**config.mk**
```make
export PLATFORM = sky130hd
export DESIGN_NAME = random_byte_generator
export DESIGN_NICKNAME = d
export VERILOG_FILES = /design/src/logic/random_byte_pkg.sv /design/src/logic/bias_corrector.sv /design/src/logic/random_byte_generator.sv
export SDC_FILE = /design/constraint.sdc
export NUM_CORES = 1
export LEC_CHECK = 0
export CORE_MARGIN = 1.5
export CORE_UTILIZATION = 60
export CTS_CLUSTER_SIZE = 28
export DETAILED_ROUTE_END_ITERATION = 16
export DONT_BUFFER_PORTS = 1
export GPL_TIMING_DRIVEN = 1
export PLACE_DENSITY = 0.88
export SLEW_MARGIN = 20
export SYNTH_ARGS = -nofsm -noshare
export SYNTH_HDL_FRONTEND = slang
export SYNTH_SLANG_ARGS = --single-unit
```
**constraint.sdc**
```tcl
create_clock -name clk -period 6.05 [get_ports clk]
set_input_delay 0 -clock clk [delete_from_list [all_inputs] [get_ports clk]]
set_output_delay 0 -clock clk [all_outputs]
set_load 0.05 [all_outputs]
```
**src/logic/random_byte_pkg.sv**
```systemverilog
// random byte generator: shared register map, field layout, timing constants
// assumes an 8-bit special function register bus with separate read and write strobes
package random_byte_pkg;

	// register addresses on the special function register bus
	localparam logic [7:0] control_addr       = 8'hD6;
	localparam logic [7:0] value_addr         = 8'hD7;

	// control register field positions and reset values
	localparam int         power_on_bit       = 7;
	localparam int         bias_fix_bit       = 6;
	localparam int         available_bit      = 5;
	localparam logic [7:0] control_reset      = 8'h40;
	localparam logic [7:0] value_reset        = 8'h00;

	// timing figures in their own units
	localparam int         clock_mhz          = 200;
	localparam int         startup_delay_ns   = 250000;
	localparam int         byte_period_ns     = 100000;
	// shortest time per byte keeps the rate at or below ten kilobytes per second
	localparam int         startup_cycles     = (startup_delay_ns * clock_mhz + 999) / 1000;
	localparam int         byte_cycles        = (byte_period_ns * clock_mhz + 999) / 1000;
	localparam int         bits_per_byte      = 8;

	// bus request carrier
	typedef struct packed {
		logic       write;
		logic       read;
		logic [7:0] addr;
		logic [7:0] wdata;
	} bus_request_type;

	// bias corrector output carrier
	typedef struct packed {
		logic valid;
		logic bit_value;
	} corrected_bit_type;

endpackage

```
**src/logic/bias_corrector.sv**
```systemverilog
// pair-wise bias corrector between the noise bit stream and the byte packer
// assumes noise bits arrive already synchronised, one per valid strobe
`timescale 1ns/1ps
`default_nettype none

module bias_corrector
(
	input  wire logic                                clk,
	input  wire logic                                rst_n,
	input  wire logic                                enable,
	input  wire logic                                bypass,
	input  wire logic                                noise_bit,
	input  wire logic                                noise_valid,
	output var random_byte_pkg::corrected_bit_type   out_bit
);

	logic first_held;
	logic first_value;

	////////////////////////////////////////////////////////////////////////
	// pair tracking; cleared whenever idle so pairs never span sessions
	// all pairs, equal or not
	always_ff @(posedge clk)
	begin
		if (!rst_n || !enable || bypass)
			first_held <= 1'b0;
		else if (noise_valid)
			first_held <= !first_held;
	end

	always_ff @(posedge clk)
	begin
		if (!rst_n)
			first_value <= 1'b0;
		else if (noise_valid && !first_held)
			first_value <= noise_bit;
	end

	////////////////////////////////////////////////////////////////////////
	// corrector or raw
	always_ff @(posedge clk)
	begin
		if (!rst_n || !enable)
			out_bit <= '0;
		else if (bypass)
			out_bit <= '{valid: noise_valid, bit_value: noise_bit};
		else
			// equal pairs are discarded; unequal emit the first bit
			out_bit <= '{valid: noise_valid && first_held && (first_value != noise_bit),
				bit_value: first_value};
	end

endmodule

`default_nettype wire

```
**src/logic/random_byte_generator.sv**
```systemverilog
// random byte generator: control register, byte packer, pacing and event output
// assumes noise source pins are asynchronous and the bus strobes are on clk
// read data is registered: it stands for one cycle after the read strobe, zero otherwise
`timescale 1ns/1ps
`default_nettype none

module random_byte_generator
#(
	parameter int startup_count = random_byte_pkg::startup_cycles,
	parameter int pace_count    = random_byte_pkg::byte_cycles
)
(
	input  wire logic                              clk,
	input  wire logic                              rst_n,
	input  wire random_byte_pkg::bus_request_type  bus_req,
	output logic [7:0]                             bus_rdata,
	input  wire logic                              noise_bit_pin,
	input  wire logic                              noise_valid_pin,
	output logic                                   random_byte_event
);

	// both counters are this wide; larger counts are rejected at elaboration
	localparam int count_width = 24;
	localparam int count_limit = (1 << count_width) - 1;

	// elaboration-time checks on the counts
	if (startup_count < 1 || startup_count > count_limit)
	begin : bad_startup
		$error("startup count out of range");
	end

	if (pace_count < 1 || pace_count > count_limit)
	begin : bad_pace
		$error("pace count out of range");
	end

	// sequencer states: powered down, start-up wait, collecting bits
	typedef enum logic [1:0] {idle_st, warmup_st, collect_st} gen_state_type;

	gen_state_type state;
	logic          generator_power_on;
	logic          bias_fix_enable;
	logic          byte_available;
	logic [7:0]    random_value;
	logic [7:0]    shift_reg;
	logic [2:0]    bit_count;
	logic [23:0]   wait_count;
	logic [23:0]   pace_timer;
	logic          power_prev;
	logic [1:0]    noise_bit_sync;
	logic [1:0]    noise_valid_sync;
	logic          valid_prev;
	logic          noise_strobe;
	logic          power_rise;
	logic          byte_done;
	logic          control_write;
	logic          control_read;
	logic          value_read;
	random_byte_pkg::corrected_bit_type packed_bit;

	localparam logic [23:0] startup_load = 24'(startup_count);
	localparam logic [23:0] pace_load    = 24'(pace_count);

	////////////////////////////////////////////////////////////////////////
	// true when a bus access targets the given register
	function automatic logic hits(input logic [7:0] addr, input logic [7:0] target);
		hits = (addr == target);
	endfunction

	// one step of a down counter that parks at zero instead of wrapping
	function automatic logic [23:0] count_down(input logic [23:0] value);
		if (value == 24'h000000)
			count_down = 24'h000000;
		else
			count_down = value - 24'h000001;
	endfunction

	// one new bit enters at the bottom, so the first bit of a byte ends in bit 7
	function automatic logic [7:0] shift_in(input logic [7:0] held, input logic new_bit);
		shift_in = {held[6:0], new_bit};
	endfunction

	// control byte built from the field positions; unused bits read as zero
	function automatic logic [7:0] control_image(input logic power, input logic fix, input logic avail);
		control_image                                 = 8'h00;
		control_image[random_byte_pkg::power_on_bit]  = power;
		control_image[random_byte_pkg::bias_fix_bit]  = fix;
		control_image[random_byte_pkg::available_bit] = avail;
	endfunction

	// shared set and clear decision, so the flag and the event cannot drift apart
	function automatic logic flag_update(input logic current, input logic wipe, input logic set, input logic take);
		if (wipe)
			flag_update = 1'b0;
		else if (set)
			flag_update = 1'b1;
		else if (take)
			flag_update = 1'b0;
		else
			flag_update = current;
	endfunction

	////////////////////////////////////////////////////////////////////////
	// noise pins come from the analogue side, two flops before any use
	always_ff @(posedge clk)
	begin
		if (!rst_n)
		begin
			noise_bit_sync   <= 2'h0;
			noise_valid_sync <= 2'h0;
		end
		else
		begin
			noise_bit_sync   <= {noise_bit_sync[0], noise_bit_pin};
			noise_valid_sync <= {noise_valid_sync[0], noise_valid_pin};
		end
	end

	// strobe edge detector; resets to the idle low level so no false edge follows reset
	always_ff @(posedge clk)
	begin
		if (!rst_n)
			valid_prev <= 1'b0;
		else
			valid_prev <= noise_valid_sync[1];
	end

	assign noise_strobe  = noise_valid_sync[1] && !valid_prev && (state == collect_st);
	assign control_write = bus_req.write && hits(bus_req.addr, random_byte_pkg::control_addr);
	assign control_read  = bus_req.read && hits(bus_req.addr, random_byte_pkg::control_addr);
	assign value_read    = bus_req.read && hits(bus_req.addr, random_byte_pkg::value_addr);
	assign power_rise    = generator_power_on && !power_prev;

	bias_corrector u_corrector
	(
		.clk         (clk),
		.rst_n       (rst_n),
		.enable      (state == collect_st),
		.bypass      (!bias_fix_enable),
		.noise_bit   (noise_bit_sync[1]),
		.noise_valid (noise_strobe),
		.out_bit     (packed_bit)
	);

	////////////////////////////////////////////////////////////////////////
	// control bits writable, status read-only
	always_ff @(posedge clk)
	begin
		if (!rst_n)
		begin
			generator_power_on <= random_byte_pkg::control_reset[random_byte_pkg::power_on_bit];
			bias_fix_enable    <= random_byte_pkg::control_reset[random_byte_pkg::bias_fix_bit];
		end
		else if (control_write)
		begin
			generator_power_on <= bus_req.wdata[random_byte_pkg::power_on_bit];
			bias_fix_enable    <= bus_req.wdata[random_byte_pkg::bias_fix_bit];
		end
	end

	always_ff @(posedge clk)
	begin
		if (!rst_n)
			power_prev <= 1'b0;
		else
			power_prev <= generator_power_on;
	end

	////////////////////////////////////////////////////////////////////////
	// sequencer; no standby input, so it runs regardless
	always_ff @(posedge clk)
	begin
		if (!rst_n)
		begin
			state      <= idle_st;
			wait_count <= 24'h000000;
		end
		else if (!generator_power_on)
			state <= idle_st;
		else if (power_rise)
		begin
			state      <= warmup_st;
			wait_count <= startup_load;
		end
		else
		begin
			case (state)
				warmup_st:
					if (wait_count <= 24'h000001)
						state <= collect_st;
					else
						wait_count <= count_down(wait_count);
				collect_st:
					state <= collect_st;
				idle_st:
					state <= idle_st;
				default:
					state <= idle_st;
			endcase
		end
	end

	////////////////////////////////////////////////////////////////////////
	// serial shift into holding register
	always_ff @(posedge clk)
	begin
		if (!rst_n || state != collect_st)
		begin
			shift_reg <= 8'h00;
			bit_count <= 3'h0;
		end
		else if (packed_bit.valid)
		begin
			shift_reg <= shift_in(shift_reg, packed_bit.bit_value);
			bit_count <= bit_count + 3'h1;
		end
	end

	// pacing; corrector yields at most one bit per pair, source rate sets the average
	always_ff @(posedge clk)
	begin
		if (!rst_n || state != collect_st)
			pace_timer <= 24'h000000;
		else if (byte_done)
			pace_timer <= pace_load;
		else
			pace_timer <= count_down(pace_timer);
	end

	// a byte finishing inside the pacing window is dropped; the bit count wraps and shifting goes on
	assign byte_done = packed_bit.valid && (bit_count == 3'(random_byte_pkg::bits_per_byte - 1))
		&& (pace_timer == 24'h000000) && (state == collect_st);

	////////////////////////////////////////////////////////////////////////
	// data register
	always_ff @(posedge clk)
	begin
		if (!rst_n)
			random_value <= random_byte_pkg::value_reset;
		else if (power_rise)
			random_value <= random_byte_pkg::value_reset;
		else if (byte_done)
			random_value <= shift_in(shift_reg, packed_bit.bit_value);
	end

	// set wins over the read clear
	always_ff @(posedge clk)
	begin
		if (!rst_n)
			byte_available <= random_byte_pkg::control_reset[random_byte_pkg::available_bit];
		else
			byte_available <= flag_update(byte_available, power_rise, byte_done, value_read);
	end

	// event mirrors the flag, same set and clear conditions
	always_ff @(posedge clk)
	begin
		if (!rst_n)
			random_byte_event <= 1'b0;
		else
			random_byte_event <= flag_update(random_byte_event, power_rise, byte_done, value_read);
	end

	////////////////////////////////////////////////////////////////////////
	// registered read data; contents meaningless while powered down
	always_ff @(posedge clk)
	begin
		if (!rst_n)
			bus_rdata <= 8'h00;
		else if (control_read)
			bus_rdata <= control_image(generator_power_on, bias_fix_enable, byte_available);
		else if (value_read)
			bus_rdata <= random_value;
		else
			bus_rdata <= 8'h00;
	end

endmodule

`default_nettype wire

```
# Word level (Yosys, flattened, before mapping)
# Cells that the tools add are included.
# op_classes
addsub,3
order_cmp,1
eq_ne,10
muxes,14
n_bitwise,3
reduce_logical,31
# ops
op,count
2-to-1 mux 24 bit,4
logical NOT 24 bit,2
subtractor 24 x 1 -> 24 bit (second input constant),2
2-to-1 mux 15 bit,2
less-or-equal comparator 24 x 1 -> 1 bit (second input constant),1
== test 8 bit (second input constant),2
2-to-1 mux 8 bit,2
logical AND 1 bit,12
OR reduction 3 bit,3
logical NOT 1 bit,6
inequality test 2 bit (second input constant),3
2-to-1 mux 2 bit,2
case mux 2 bit (2 select lines),1
nonzero test 2 bit,2
adder 3 x 1 -> 3 bit (second input constant),1
== test 3 bit (second input constant),1
logical OR 1 bit,3
2-to-1 mux 1 bit,3
inequality test 3 bit (second input constant),1
NOT 1 bit,3
AND reduction 3 bit,1
== test 2 x 1 -> 1 bit (second input constant),1
== test 2 bit (second input constant),1
AND reduction 2 bit,1
2 further kinds,2
# word_totals
register_bits,89
input_bits,22
out_inout_bits,9
word_cells,83

# Longest topological paths before layout
# depth
depth_word,6
mapped_depth,9

# By module
# Synthesis repeated with hierarchy kept, for this count alone.
# unflattened
cells_unflattened,443
hier_area_um2,3961.3
# modules_own_cells
mod,n_inst,cells_each,area_each_um2
random_byte_generator,1,428,3798.6
bias_corrector,1,15,162.7

# Worst setup path before layout
# OpenSTA, ideal clock, no wires.
# synth_timing
path_type,register to register
from,register wait_count[14]
to,register wait_count[11]
setup_time_ps,128
t_arrival_ps,1974
t_required_ps,5922
path_slack_ps,3948
stages_incl_launch_ff,8
n_path_buf,1
synth_period_minus_slack_ps,2102
path_cell_list,dfxtp_1 or2_1 or4_1 buf_6 o41ai_4 nor3_2 a22oi_1 nor2_1
# synth_between
elab_chain_len,5
word_cells_on_any_way,8
cone_classes,order compare (1); eq/ne (1); mux (4); reduce/logical (2)
# synth_lines
element,line_no,rtl
from (decl),random_byte_generator.sv:47,logic [23:0] wait_count;
from (signal assigned),random_byte_generator.sv:183,wait_count <= startup_load;
from (signal assigned),random_byte_generator.sv:192,wait_count <= count_down(wait_count);
branches (longest 5 deep; another with less-or-equal comparator 24 x 1 -> 1 bit),--,
# Parallel ways; which one is timed is not known. The select of a mux whose other input is x is not followed.
# A chain may end at the register's enable or synchronous reset.

# Worst setup path in the final report
# layout_timing
from,register wait_count[14]
to,register wait_count[7]
# Same word-level chain as after synthesis.

==> results_dict.tcl <==
set metrics [dict create \
    run_status "complete, but fails checks" \
    violations "design-rule violations" \
    drv_slew 0 \
    dr.first_iter.drc_count 213 \
    hold_viol_final 0 \
    worst_skew_pair.late_latency_ns 0.37 \
    avgViaCountPerCell 6.235 \
    cts_inserted_buffers 9 \
    endpoint_class_of_the_critical_path "register" \
    setup_violations 0 \
    preCtsSetupSlack_ns 3.347 \
    crit_chain "or2_1 > or4_1 > nor4_4 > nor3_2 > nand2_2 > o22ai_1" \
    ys_top_cells_by_area "dfxtp_1 44%, nor2_1 5.4%, a21oi_1 4.0%" \
    delay_of_the_slowest_cell_on_the_worst_path_ns 0.76 \
    start_util_pct 63.12 \
    areaGrowthSynthToFinish_pct 7.408 \
    remaining_drc_errors 2 \
    cap_viol_max_count 0 \
    multi_input_area_um2 2123 \
    post-route-min-period_ns 2.764 \
    gp_congestion 0.8841 \
    num_antenna_cells 0 \
    post-synth-top-area-cell "dfxtp_1" \
    seq_area_um2 1782 \
    cp.buffers_inverters 0 \
    fp.dieArea_um2 7258 \
    min_period_over_period_pct 45.69 \
    critPathMaxFanout 15 \
    yosys.cell_types.count 52 \
    synth_nets 494 \
    layoutNonFillerInstCount 548 \
    postCtsHoldBufs 10 \
    slew-limit-headroom_pct 40.79 \
    rows 29 \
    static-leakage-power_nw 1.675 \
    cts_tree "yes" \
    reg.largest.list "pace_timer: 24 flops, wait_count: 24 flops" \
    clk_root_buffer_cell "clkbuf_8" \
    detailed_place_hpwl_um 5917 \
    post_synth_instance_area_um2 4054 \
    clock_sinks 89 \
    yosys_warnings 0 \
    rsz0062_at_grt "no" \
    arrival_ns 3.01 \
    commonest_cells_in_the_synthesized_netlist "89 x dfxtp_1, 58 x nor2_1, 33 x nand2_1" \
    transition_time_of_the_tightest_slew_check_pin_ns 0.8786 \
    synthDominantCellAreaShare_pct 43.95 \
    detail_route.first_pass.iterations 11 \
    critical_path_required_ns 6.30 \
    timing.setup.critical_path_class "reg2reg" \
    syn_avg_cell_area_um2 8.756 \
    htree_levels 3 \
    numPortBuffers 0 \
    postLayoutCoreUtil_pct 67.80 \
    drt_wl_total_um 8755 \
    post-synth-top-count-cell "dfxtp_1" \
    number_of_i_o_pins 31 \
    cts.path.max_buffers 2 \
    netlist_instances 463 \
    first_global_vias 3362 \
    placedCellCount 522 \
    grt_pass1_wl_um 15140 \
    grt_antenna_before_repair 0 \
    net_total_in_the_final_layout 497 \
    globalRouteOverflowTotal 0 \
    postCtsSetupRepairBufs 0 \
    critPathLaunchType "register" \
    synth_flop_cell "dfxtp_1" \
    floorplan.die.width_um 85.20 \
    routedWlPerCell_um 15.98 \
    worst_slack_ns 3.286 \
    fmax_mhz 361.7 \
    clock_skew_ns 0.01578 \
    crit_slowest_cell "nor4_4" \
    number_of_instances_resized_during_post_cts_repair 0 \
    fraction_of_the_yosys_area_taken_by_sequential_cells_pct 43.95 \
    layout-drive-gt1-share_pct 7.006 \
    num-fill-cells 454 \
    grtUsageTotal_pct 25.98 \
    ys_ff_latch 89 \
    synth_enable_flop_cells 0 \
    crit_family "simple AND/OR/NAND/NOR gates" \
    via_count 3417 \
    clk_pin_slew_ns 0.10 \
    timing.hold.worst.class "in2reg" \
    grt_start_max_net_pins 34 \
    core_region_area_um2 6422 \
    asyncSetResetFlopFracSynth_pct 0 \
    fp.dieH_um 85.20 \
    drt.antenna.violating_nets 0 \
    pwr_density_cell_nw_per_um2 227.9 \
    final_layout_setup_total_negative_slack_ns 0 \
    vdd_ir_drop_max_uv 156.5 \
]
## worst reg2reg max path: cells and delay by family, from the launching register on
family,cells,cell delay (ns)
AOI/OAI and AO/OA,1,0.10
DFF,1,0.36
and+or+nand+nor,5,2.19
## layer usage
metal | track usage (%) | part of all wire, % | vias up
met1 | 30.92 | 42 | 1624
met4 | 11.92 | 2.1 | 0
met5 | 0 | 0 | -
met3 | 5.058 | 5.2 | 19
met2 | 45.17 | 51 | 113
li1 | - | - | 1661
## cell type report
| type | count | share of cell area, % |
|---|---|---|
| clock inverters | 7 | 1.437 |
| flip-flops and latches | 89 | 40.92 |
| well taps | 77 | 2.213 |
| clock buffers | 9 | 2.845 |
| inverters | 17 | 1.466 |
| repair buffers | 11 | 2.356 |
| multi-input cells | 338 | 48.76 |
## report_power, final
part	internal [mW]	switching, mW	total [mW]	leakage [nW]
combinational	0.00638	0.0108	0.0172	0.869
clock	0.156	0.231	0.387	0.0894
sequential	0.587	0.00102	0.588	0.717
## cells in the final DEF, fill, tap and decap left out, drive strengths merged, types with 3 or more instances in the layout
cell type and instances:
nor2 60, a21oi 32, o211ai 3, inv 20, nand2b 4, nand3 20
clkbuf 9, ha 9, a31oi 6, nand4 7, nor4 18, and2 12
or4 6, nor3b 3, xor2 5, o21ai 32, nand2 34, o31ai 4
or3 3, dfxtp 89, nor3 21, mux2i 15, xnor2 16, dlygate4sd3 9
o41ai 6
## final timing paths
check	startpoint	end	slack, ns	cells past startpoint
worst max-delay path	wait_count[14]	wait_count[7]	3.29	6
worst min-delay path	bus_req[17]	generator_power_on	0.05	3
worst max register to register	wait_count[14]	wait_count[7]	3.29	6
worst min register to register	pace_timer[0]	pace_timer[0]	0.44	1
## cell families (layout without fill, tap and decap cells)
group	after synthesis	count (layout)	synth area share, %
AO/OA/AOI/OAI	95	95	14.72
XOR/XNOR	21	21	4.537
adder cells (fa/ha/maj)	9	9	2.778
buffers and inverters	36	44	3.673
flip-flops	89	89	43.95
multiplexers	15	15	3.704
AND/OR/NAND/NOR	198	198	26.64
## through the flow
| step | hold slack [ns] | instance area [um^2] | power (mW) |
|---|---|---|---|
| 6_report | 0.05313 | 4354 | 0.9924 |
| 5_1_grt | 0.1010 | 4354 | 1.023 |
| 4_1_cts | 0.01213 | 4359 | 0.9959 |
| 3_5_place_dp | 0.08144 | 4073 | 0.6104 |
| 3_3_place_gp | 0.07285 | 4073 | 0.6099 |
| 2_1_floorplan | 0.1273 | 4054 | 0.6117 |
(Power assumes the default switching activity.)
